[src/common/acm_pkg.sv]
package acm_pkg;

  // ****************************************************************
  // Register map (byte offsets)
  // ****************************************************************
  localparam logic [7:0] OFS_CTRL     = 8'h00;
  localparam logic [7:0] OFS_DPORT    = 8'h04;
  localparam logic [7:0] OFS_TCPFLAG  = 8'h08;
  localparam logic [7:0] OFS_V6NHDR   = 8'h0c;
  localparam logic [7:0] OFS_V6ADDR   = 8'h10;
  localparam logic [7:0] OFS_V6MASK   = 8'h14;
  localparam logic [7:0] OFS_ETYPE    = 8'h18;
  localparam logic [7:0] OFS_STATUS   = 8'h1c;
  localparam logic [7:0] OFS_MATCHCNT = 8'h20;

  // ****************************************************************
  // Field positions
  // ****************************************************************
  localparam int CTRL_FTYPE_LSB  = 0;
  localparam int CTRL_DMODE_LSB  = 4;
  localparam int CTRL_NHSPEC_BIT = 8;
  localparam int CTRL_SASPEC_BIT = 9;
  localparam int CTRL_ETSPEC_BIT = 10;
  localparam int CTRL_EN_BIT     = 15;
  localparam int DPORT_HI_LSB    = 16;
  localparam int ETYPE_LSB       = 0;

  // ****************************************************************
  // Reset values
  // ****************************************************************
  localparam logic [31:0] RST_CTRL    = 32'h0000_0000;
  localparam logic [31:0] RST_DPORT   = 32'hffff_0000;
  localparam logic [9:0]  RST_TCPFLAG = 10'h3ff;
  localparam logic [7:0]  RST_V6NHDR  = 8'h00;
  localparam logic [31:0] RST_V6ADDR  = 32'h0000_0000;
  localparam logic [31:0] RST_V6MASK  = 32'h0000_0000;
  localparam logic [15:0] RST_ETYPE   = 16'h0600;

  // ****************************************************************
  // Sizes
  // ****************************************************************
  localparam int MAX_ENTRIES = 512;
  localparam int PORT_W      = 16;

  // ****************************************************************
  // Encodings
  // ****************************************************************
  typedef enum logic [3:0] {
    ACM_FT_ANY   = 4'h0,
    ACM_FT_ETYPE = 4'h1,
    ACM_FT_ARP   = 4'h2,
    ACM_FT_IPV4  = 4'h3,
    ACM_FT_IPV6  = 4'h4
  } acm_ftype_e;

  typedef enum logic [1:0] {
    ACM_DP_ANY   = 2'h0,
    ACM_DP_SPEC  = 2'h1,
    ACM_DP_RANGE = 2'h2
  } acm_dmode_e;

  // Three-valued flag setting: 0 clear, 1 set, 2/3 don't care
  localparam logic [1:0] FLAG_CLEAR = 2'h0;
  localparam logic [1:0] FLAG_SET   = 2'h1;

endpackage

[src/common/acm_hdr_if.sv]
// Frame header fields handed to the comparator
interface acm_hdr_if;
  logic        is_tcp;
  logic        is_udp;
  logic        is_ipv6;
  logic [15:0] dport;
  logic [4:0]  flags;
  logic [7:0]  next_hdr;
  logic [31:0] src_v6;
  logic [15:0] etype;
  logic        hit;

  modport src (output is_tcp, is_udp, is_ipv6, dport, flags, next_hdr, src_v6, etype, input hit);
  modport cmp (input is_tcp, is_udp, is_ipv6, dport, flags, next_hdr, src_v6, etype, output hit);
endinterface

[src/rtl/acm_compare.sv]
// Combinational comparison of one entry against one header
module acm_compare (
  // Header and result
  acm_hdr_if.cmp          hdr,
  // Entry configuration
  input wire logic [31:0] ctrl,
  input wire logic [31:0] dport_cfg,
  input wire logic [9:0]  tcp_cfg,
  input wire logic [7:0]  nh_cfg,
  input wire logic [31:0] addr_cfg,
  input wire logic [31:0] mask_cfg,
  input wire logic [15:0] etype_cfg
);

  // Three-valued flag test
  function automatic logic flag_ok(input logic [1:0] cfg, input logic bit_in);
    flag_ok = (cfg == acm_pkg::FLAG_CLEAR) ? !bit_in :
              (cfg == acm_pkg::FLAG_SET)   ?  bit_in : 1'b1;
  endfunction

  wire logic [3:0]  ftype   = ctrl[acm_pkg::CTRL_FTYPE_LSB +: 4];
  wire logic [1:0]  dmode   = ctrl[acm_pkg::CTRL_DMODE_LSB +: 2];
  wire logic [15:0] lo      = dport_cfg[15:0];
  wire logic [15:0] hi      = dport_cfg[acm_pkg::DPORT_HI_LSB +: 16];
  wire logic        l4      = hdr.is_tcp | hdr.is_udp;

  // Destination port
  wire logic dp_ok = (dmode == acm_pkg::ACM_DP_RANGE) ?
                       (l4 && hdr.dport >= lo && hdr.dport <= hi) :
                     (dmode == acm_pkg::ACM_DP_SPEC) ?
                       (l4 && hdr.dport == lo) : 1'b1;

  // TCP flags, non-TCP frames pass (flags ordered fin,syn,psh,ack,urg)
  wire logic fin_ok = !hdr.is_tcp || flag_ok(tcp_cfg[1:0], hdr.flags[0]);
  wire logic syn_ok = !hdr.is_tcp || flag_ok(tcp_cfg[3:2], hdr.flags[1]);
  wire logic psh_ok = !hdr.is_tcp || flag_ok(tcp_cfg[5:4], hdr.flags[2]);
  wire logic ack_ok = !hdr.is_tcp || flag_ok(tcp_cfg[7:6], hdr.flags[3]);
  wire logic urg_ok = !hdr.is_tcp || flag_ok(tcp_cfg[9:8], hdr.flags[4]);

  // IPv6 fields only for an IPv6 entry
  wire logic is_v6e = (ftype == acm_pkg::ACM_FT_IPV6);
  wire logic nh_ok  = !ctrl[acm_pkg::CTRL_NHSPEC_BIT] ||
                      (hdr.next_hdr == nh_cfg);
  wire logic sa_ok  = !ctrl[acm_pkg::CTRL_SASPEC_BIT] ||
                      (((hdr.src_v6 ^ addr_cfg) & mask_cfg) == 32'h0000_0000);
  wire logic v6_ok  = !is_v6e || (hdr.is_ipv6 && nh_ok && sa_ok);

  // EtherType fields only for an EtherType entry
  wire logic is_ete = (ftype == acm_pkg::ACM_FT_ETYPE);
  wire logic et_ok  = !is_ete || !ctrl[acm_pkg::CTRL_ETSPEC_BIT] ||
                      (hdr.etype == etype_cfg[acm_pkg::ETYPE_LSB +: 16]);

  // All enabled comparisons must pass
  assign hdr.hit = ctrl[acm_pkg::CTRL_EN_BIT] && dp_ok && fin_ok && syn_ok && psh_ok &&
                   ack_ok && urg_ok && v6_ok && et_ok;

endmodule

[src/rtl/acm_matcher.sv]
module acm_matcher #(
  parameter int ENTRY_INDEX = 0
) (
  // Clock and reset
  input  wire logic        clk,
  input  wire logic        rst,
  input  wire logic        ce,
  // APB slave
  input  wire logic        psel,
  input  wire logic        penable,
  input  wire logic        pwrite,
  input  wire logic [7:0]  paddr,
  input  wire logic [31:0] pwdata,
  output logic      [31:0] prdata,
  output logic             pready,
  output logic             pslverr,
  // Parsed header from ingress
  input  wire logic        hdr_valid,
  input  wire logic        hdr_is_tcp,
  input  wire logic        hdr_is_udp,
  input  wire logic        hdr_is_ipv6,
  input  wire logic [15:0] hdr_dport,
  input  wire logic [4:0]  hdr_flags,
  input  wire logic [7:0]  hdr_next_hdr,
  input  wire logic [31:0] hdr_src_v6,
  input  wire logic [15:0] hdr_etype,
  // Match result
  output logic             match_valid,
  output logic             match_hit
);

  // ****************************************************************
  // Elaboration check
  // ****************************************************************
  if (ENTRY_INDEX < 0 || ENTRY_INDEX >= acm_pkg::MAX_ENTRIES) begin : g_chk
    $error("ENTRY_INDEX out of range");
  end

  // ****************************************************************
  // Configuration registers
  // ****************************************************************
  logic [31:0] ctrl;
  logic [31:0] dport_cfg;
  logic [9:0]  tcp_cfg;
  logic [7:0]  nh_cfg;
  logic [31:0] addr_cfg;
  logic [31:0] mask_cfg;
  logic [15:0] etype_cfg;
  logic [31:0] hit_cnt;

  // APB decode
  wire logic setup    = psel && !penable;
  wire logic wr_take  = psel && penable && pwrite && pready;
  wire logic rd_phase = setup && !pwrite;
  wire logic mapped   = (paddr == acm_pkg::OFS_CTRL)    || (paddr == acm_pkg::OFS_DPORT)   ||
                        (paddr == acm_pkg::OFS_TCPFLAG) || (paddr == acm_pkg::OFS_V6NHDR)  ||
                        (paddr == acm_pkg::OFS_V6ADDR)  || (paddr == acm_pkg::OFS_V6MASK)  ||
                        (paddr == acm_pkg::OFS_ETYPE)   || (paddr == acm_pkg::OFS_STATUS)  ||
                        (paddr == acm_pkg::OFS_MATCHCNT);
  wire logic wr_ok    = wr_take && mapped;

  // Read multiplexer
  logic [31:0] rd_mux;
  always_comb begin
    unique case (paddr)
      acm_pkg::OFS_CTRL:     rd_mux = ctrl;
      acm_pkg::OFS_DPORT:    rd_mux = dport_cfg;
      acm_pkg::OFS_TCPFLAG:  rd_mux = {22'h0, tcp_cfg};
      acm_pkg::OFS_V6NHDR:   rd_mux = {24'h000000, nh_cfg};
      acm_pkg::OFS_V6ADDR:   rd_mux = addr_cfg;
      acm_pkg::OFS_V6MASK:   rd_mux = mask_cfg;
      acm_pkg::OFS_ETYPE:    rd_mux = {16'h0000, etype_cfg};
      acm_pkg::OFS_STATUS:   rd_mux = {30'h0, match_hit, match_valid};
      acm_pkg::OFS_MATCHCNT: rd_mux = hit_cnt;
      default:               rd_mux = 32'h0000_0000;
    endcase
  end

  // Access phase: no wait state, answer in the cycle after setup
  always_ff @(posedge clk or posedge rst) begin
    if (rst) begin
      pready  <= 1'b0;
      pslverr <= 1'b0;
      prdata  <= 32'h0000_0000;
    end else if (ce) begin
      pready  <= setup;
      pslverr <= setup && !mapped;
      if (rd_phase) begin
        prdata <= rd_mux;
      end
    end
  end

  // Configuration writes
  always_ff @(posedge clk or posedge rst) begin
    if (rst) begin
      ctrl      <= acm_pkg::RST_CTRL;
      dport_cfg <= acm_pkg::RST_DPORT;
      tcp_cfg   <= acm_pkg::RST_TCPFLAG;
      nh_cfg    <= acm_pkg::RST_V6NHDR;
      addr_cfg  <= acm_pkg::RST_V6ADDR;
      mask_cfg  <= acm_pkg::RST_V6MASK;
      etype_cfg <= acm_pkg::RST_ETYPE;
    end else if (ce && wr_ok) begin
      unique case (paddr)
        acm_pkg::OFS_CTRL:    ctrl      <= pwdata;
        acm_pkg::OFS_DPORT:   dport_cfg <= pwdata;
        acm_pkg::OFS_TCPFLAG: tcp_cfg   <= pwdata[9:0];
        acm_pkg::OFS_V6NHDR:  nh_cfg    <= pwdata[7:0];
        acm_pkg::OFS_V6ADDR:  addr_cfg  <= pwdata;
        acm_pkg::OFS_V6MASK:  mask_cfg  <= pwdata;
        acm_pkg::OFS_ETYPE:   etype_cfg <= pwdata[15:0];
        default:              ;
      endcase
    end
  end

  // ****************************************************************
  // Comparison
  // ****************************************************************
  acm_hdr_if hif ();
  assign hif.is_tcp   = hdr_is_tcp;
  assign hif.is_udp   = hdr_is_udp;
  assign hif.is_ipv6  = hdr_is_ipv6;
  assign hif.dport    = hdr_dport;
  assign hif.flags    = hdr_flags;
  assign hif.next_hdr = hdr_next_hdr;
  assign hif.src_v6   = hdr_src_v6;
  assign hif.etype    = hdr_etype;

  acm_compare u_cmp (
    .hdr       (hif),
    .ctrl      (ctrl),
    .dport_cfg (dport_cfg),
    .tcp_cfg   (tcp_cfg),
    .nh_cfg    (nh_cfg),
    .addr_cfg  (addr_cfg),
    .mask_cfg  (mask_cfg),
    .etype_cfg (etype_cfg)
  );

  // Registered result, one cycle after the header; hit counter saturates
  always_ff @(posedge clk or posedge rst) begin
    if (rst) begin
      match_valid <= 1'b0;
      match_hit   <= 1'b0;
      hit_cnt     <= 32'h0000_0000;
    end else if (ce) begin
      match_valid <= hdr_valid;
      match_hit   <= hdr_valid && hif.hit;
      if (wr_ok && paddr == acm_pkg::OFS_MATCHCNT) begin
        hit_cnt <= 32'h0000_0000;
      end else if (hdr_valid && hif.hit && hit_cnt != 32'hffff_ffff) begin
        hit_cnt <= hit_cnt + 32'h0000_0001;
      end
    end
  end

endmodule

[config.mk]
export PLATFORM = sky130hd
export DESIGN_NAME = acm_matcher
export DESIGN_NICKNAME = d
export VERILOG_FILES = /design/src/common/acm_pkg.sv /design/src/common/acm_hdr_if.sv /design/src/rtl/acm_compare.sv /design/src/rtl/acm_matcher.sv
export SDC_FILE = /design/constraint.sdc
export NUM_CORES = 1
export LEC_CHECK = 0
export BUFFER_PORTS_ARGS = -buffer_cell sky130_fd_sc_hd__buf_4
export CORE_UTILIZATION = 35
export CTS_BUF_LIST = sky130_fd_sc_hd__clkbuf_2
export CTS_CLUSTER_DIAMETER = 120
export DETAILED_ROUTE_END_ITERATION = 8
export PLACE_DENSITY = 0.54
export SYNTH_ARGS = -nofsm -noshare
export SYNTH_HDL_FRONTEND = slang
export SYNTH_HIERARCHICAL = 1
export SYNTH_SLANG_ARGS = --single-unit
[constraint.sdc]
create_clock -name clk -period 12 [get_ports clk]
set_input_delay 2.4 -clock clk [delete_from_list [all_inputs] [get_ports clk]]
set_output_delay 2.4 -clock clk [all_outputs]
set_load 0.01 [all_outputs]
==> run metrics <==
outcome=complete, no violations; Lkg Pwr=6.55 nW; setup fix buffers added after clock tree synthesis=0; first-iteration detailed-routing DRC count=839; hold wc startpoint=prdata[1]; worst setup slack for register-to-register paths=7.63 ns; max-cap viol count=0; hold path depth=2; area added between synthesis and finish=18.6%; number of antenna violations at the first check in global routing=4; unrepaired setup endpoints after global routing=false; Max-slew headroom=between 20% and 30%; cell count after synthesis=1066; Critical Path Slowest Stage Cell=sky130_fd_sc_hd__or4_1; worst reg2reg path endpoint=hit_cnt[28]; reg-to-reg startpoint=dport_cfg[21]; largest fanout on the critical path=12; starting density of the core=36.0%; shortest period the worst path allows=5.40 ns; net count reported at finish=~1400; Cell Rows=67; average detailed-routed wire length per instance=24.3 um; buffers from clock root to sink, at most=3; Floorplan Core Area=~0.034 mm2; most common cell after layout, fill and taps aside=sky130_fd_sc_hd__dfrtp_1; nets in the synthesized netlist=1226; transition time of the tightest slew-check pin=1.10 ns; proportion of synthesized flip-flops having asynchronous set or reset=100%; portion of the post-synthesis area used by sequential elements=47.5%; area of the multi-input gates=roughly 0.0060 mm2; critical path capture point type=register; length of the first detailed-routing pass in iterations=7; setup total negative slack=0 ns; top-area cell type share of the netlist area=41.5%; final critical-path share of the clock period=45.0%; mean cell area of the mapped netlist=11.4 um2; remaining global-route overflow=0; final instance area=approximately 0.014 mm2; highest clock rate=185 MHz; combined area of all synthesized cells=0.0122 mm2; WHS Endpoint=prdata[1]; maximum vdd drop=0.0548 mV; largest stage delay on the critical path=about 0.56 ns; most frequently used flop master after synthesis=sky130_fd_sc_hd__dfrtp_1; fin. max-slew vios=0; CTS buffer count=60; remaining design rule violation count=0; R2R cell count=13; count of instances resized after the clock tree is built=0; total via count after detailed routing=9863; Final HPWL DP=between 30 and 40 mm; total detailed-routing wirelength=42.6 mm; final-layout fill cell count=about 3400; classification of the worst setup path=input pin to register; Die W=189 um; number of buffers and inverters on the critical path=1; cells along the critical path=buf_4, xnor2_1, nand4_1, nor4_1, o21ai_0, or4b_1, a311oi_1, and3_2, o31ai_1, or4_1, or3_1, a21oi_1; RD Place Congestion=0.901; critical path startpoint category=input pin; number of sinks handled by clock tree synthesis=230; Largest delay share family, worst path=simple AND/OR/NAND/NOR gates; number of hold buffers added after cts=0; Clock Skew=around 0.037 ns; number of enable-type register cells in the synthesized netlist=0; number of unique standard cell types used by synthesis=66; maximum number of pins on one net before global-route repair=84; antenna-violating nets left=0; CTS H-Tree Depth=2; hold violation total from the final report=0; number of vias per cell=5.62; source-to-sink clock delay at the later pin of the worst-skew pair=0.87 ns; total routing usage reported by global routing=24.0%; CTS tree=yes; post-synthesis cell type with the largest combined area=sky130_fd_sc_hd__dfrtp_1; top library cells by usage in the layout, fill and taps aside=sky130_fd_sc_hd__dfrtp_1 (202), sky130_fd_sc_hd__buf_4 (177), sky130_fd_sc_hd__mux2_2 (169); area used by sequential logic in the layout=0.00579 mm2; register clock-pin slew on the reported worst setup and hold paths=0.10 ns; die boundary height=approximately 190 um; Top-Level Pins=163; Data arrival, critical path=between 6 and 7 ns; root buf cell=sky130_fd_sc_hd__clkbuf_2; number of port buffers=162; proportion of layout cells with a drive suffix above 1=38.8%; leading post-synthesis cells by cell area=sky130_fd_sc_hd__dfrtp_1 (41%), sky130_fd_sc_hd__mux2_2 (16%), sky130_fd_sc_hd__dfstp_2 (6.0%), sky130_fd_sc_hd__ha_1 (3.4%), sky130_fd_sc_hd__xor2_1 (2.4%); overall power=1.52 mW; total setup violations reported at the end of the flow=0; flip-flop and latch count after synthesis=230; cell area power density=roughly 110 mW/mm2; total number of yosys warnings=6; via count of the first global-routing pass=between 10000 and 15000; Critical Path RT=12.80 ns; area of placed instances=0.0139 mm2; class of the tightest hold or removal check=register to register; wire length of the first global-routing pass=63.6 mm; die outline area=0.0356 mm2
-- cell usage after synthesis (3+ instances only) --
library cell	count
sky130_fd_sc_hd__o22ai_1	5
sky130_fd_sc_hd__xor2_1	33
sky130_fd_sc_hd__nand2b_1	3
sky130_fd_sc_hd__inv_1	38
sky130_fd_sc_hd__o21a_1	3
sky130_fd_sc_hd__ha_1	33
sky130_fd_sc_hd__a22oi_1	36
sky130_fd_sc_hd__nand2_1	41
sky130_fd_sc_hd__dfstp_2	28
sky130_fd_sc_hd__o2bb2ai_1	3
sky130_fd_sc_hd__nand3_1	17
sky130_fd_sc_hd__a21boi_0	4
sky130_fd_sc_hd__a21o_1	9
sky130_fd_sc_hd__nor4_1	5
sky130_fd_sc_hd__or4_1	12
sky130_fd_sc_hd__nor2b_1	9
sky130_fd_sc_hd__mux2i_1	16
sky130_fd_sc_hd__nor3_1	15
sky130_fd_sc_hd__o21ai_0	28
sky130_fd_sc_hd__buf_2	22
sky130_fd_sc_hd__a31oi_1	19
sky130_fd_sc_hd__and4_1	7
sky130_fd_sc_hd__and3_1	7
sky130_fd_sc_hd__o31ai_1	10
sky130_fd_sc_hd__nand4_1	28
sky130_fd_sc_hd__a222oi_1	18
sky130_fd_sc_hd__dfrtp_1	202
sky130_fd_sc_hd__a22o_1	5
sky130_fd_sc_hd__mux2_2	169
sky130_fd_sc_hd__a221oi_1	19
sky130_fd_sc_hd__and2_1	5
sky130_fd_sc_hd__xnor2_1	32
sky130_fd_sc_hd__a32o_1	5
sky130_fd_sc_hd__nor2_1	41
sky130_fd_sc_hd__nand3b_1	6
sky130_fd_sc_hd__clkbuf_1	31
sky130_fd_sc_hd__or3_1	17
sky130_fd_sc_hd__a21oi_1	43
sky130_fd_sc_hd__a211oi_1	4
-- worst max-delay path by stage --
stage / from / to / depth (start not counted)
floorplan: rst / addr_cfg[0] / 1
global placement: hdr_dport[9] / hit_cnt[26] / 12
detailed placement: hdr_etype[12] / hit_cnt[24] / 12
CTS: hdr_etype[12] / hit_cnt[28] / 12
global route: hdr_dport[9] / hit_cnt[24] / 12
finish: hdr_etype[12] / hit_cnt[28] / 12
-- through the flow --
step	setup WS, ns	hold slack (ns)	instances	util, %
2_1_floorplan	3.34	0.480	1066	-
3_3_place_gp	6.01	0.487	1635	41.0
3_5_place_dp	5.78	0.491	1635	41.0
4_1_cts	6.71	0.517	1749	42.6
5_1_grt	6.57	0.532	1750	42.6
6_report	6.60	0.508	1754	42.7
-- worst reg2reg max path, delay by kind of cell, from the launching register on --
family          cells  cell delay (ns)
buf+inv             1             0.14
simple gates        5             1.72
flops               1             0.56
fa+ha+maj           1             0.35
compound gates      6             1.54
-- layer usage --
metal	vias up	wire, um	GRT usage, %
li1	4451	-	-
met1	4962	18500	33.1
met2	398	19800	37.4
met3	52	3590	6.24
met4	0	697	6.14
met5	-	0	0
-- sequential cells by signal (all words and copies together) (netlist names) --
| signal | cells |
|---|---|
| pslverr | 1 |
| match_hit | 1 |
| nh_cfg | 8 |
| dport_cfg | 32 |
| match_valid | 1 |
| etype_cfg | 16 |
| prdata | 32 |
| pready | 1 |
| mask_cfg | 32 |
| addr_cfg | 32 |
| ctrl | 32 |
| hit_cnt | 32 |
| tcp_cfg | 10 |
-- cell type report --
class | instances | share of cell area, %
multi-input combinational | 742 | 41.9
sequential | 230 | 40.1
timing repair buffer | 177 | 9.20
tap | 448 | 3.88
clock buffer | 101 | 3.50
inverter | 38 | 1.04
clock inverter | 13 | 0.346
antenna | 5 | 0.0866
-- power by group --
part / internal (mW) / switching [mW]
sequential: 0.792 / 0.0123
clock: 0.220 / 0.333
combinational: 0.0734 / 0.0871
total: 1.09 / 0.432
-- kinds of logic after synthesis --
family	synth area share (%)
xor+xnor	4.67
flops	47.5
buf+inv	3.18
simple gates	11.3
mux	17.1
compound gates	12.8
fa+ha+maj	3.39
No activity file was read; power rests on OpenSTA's default activity.
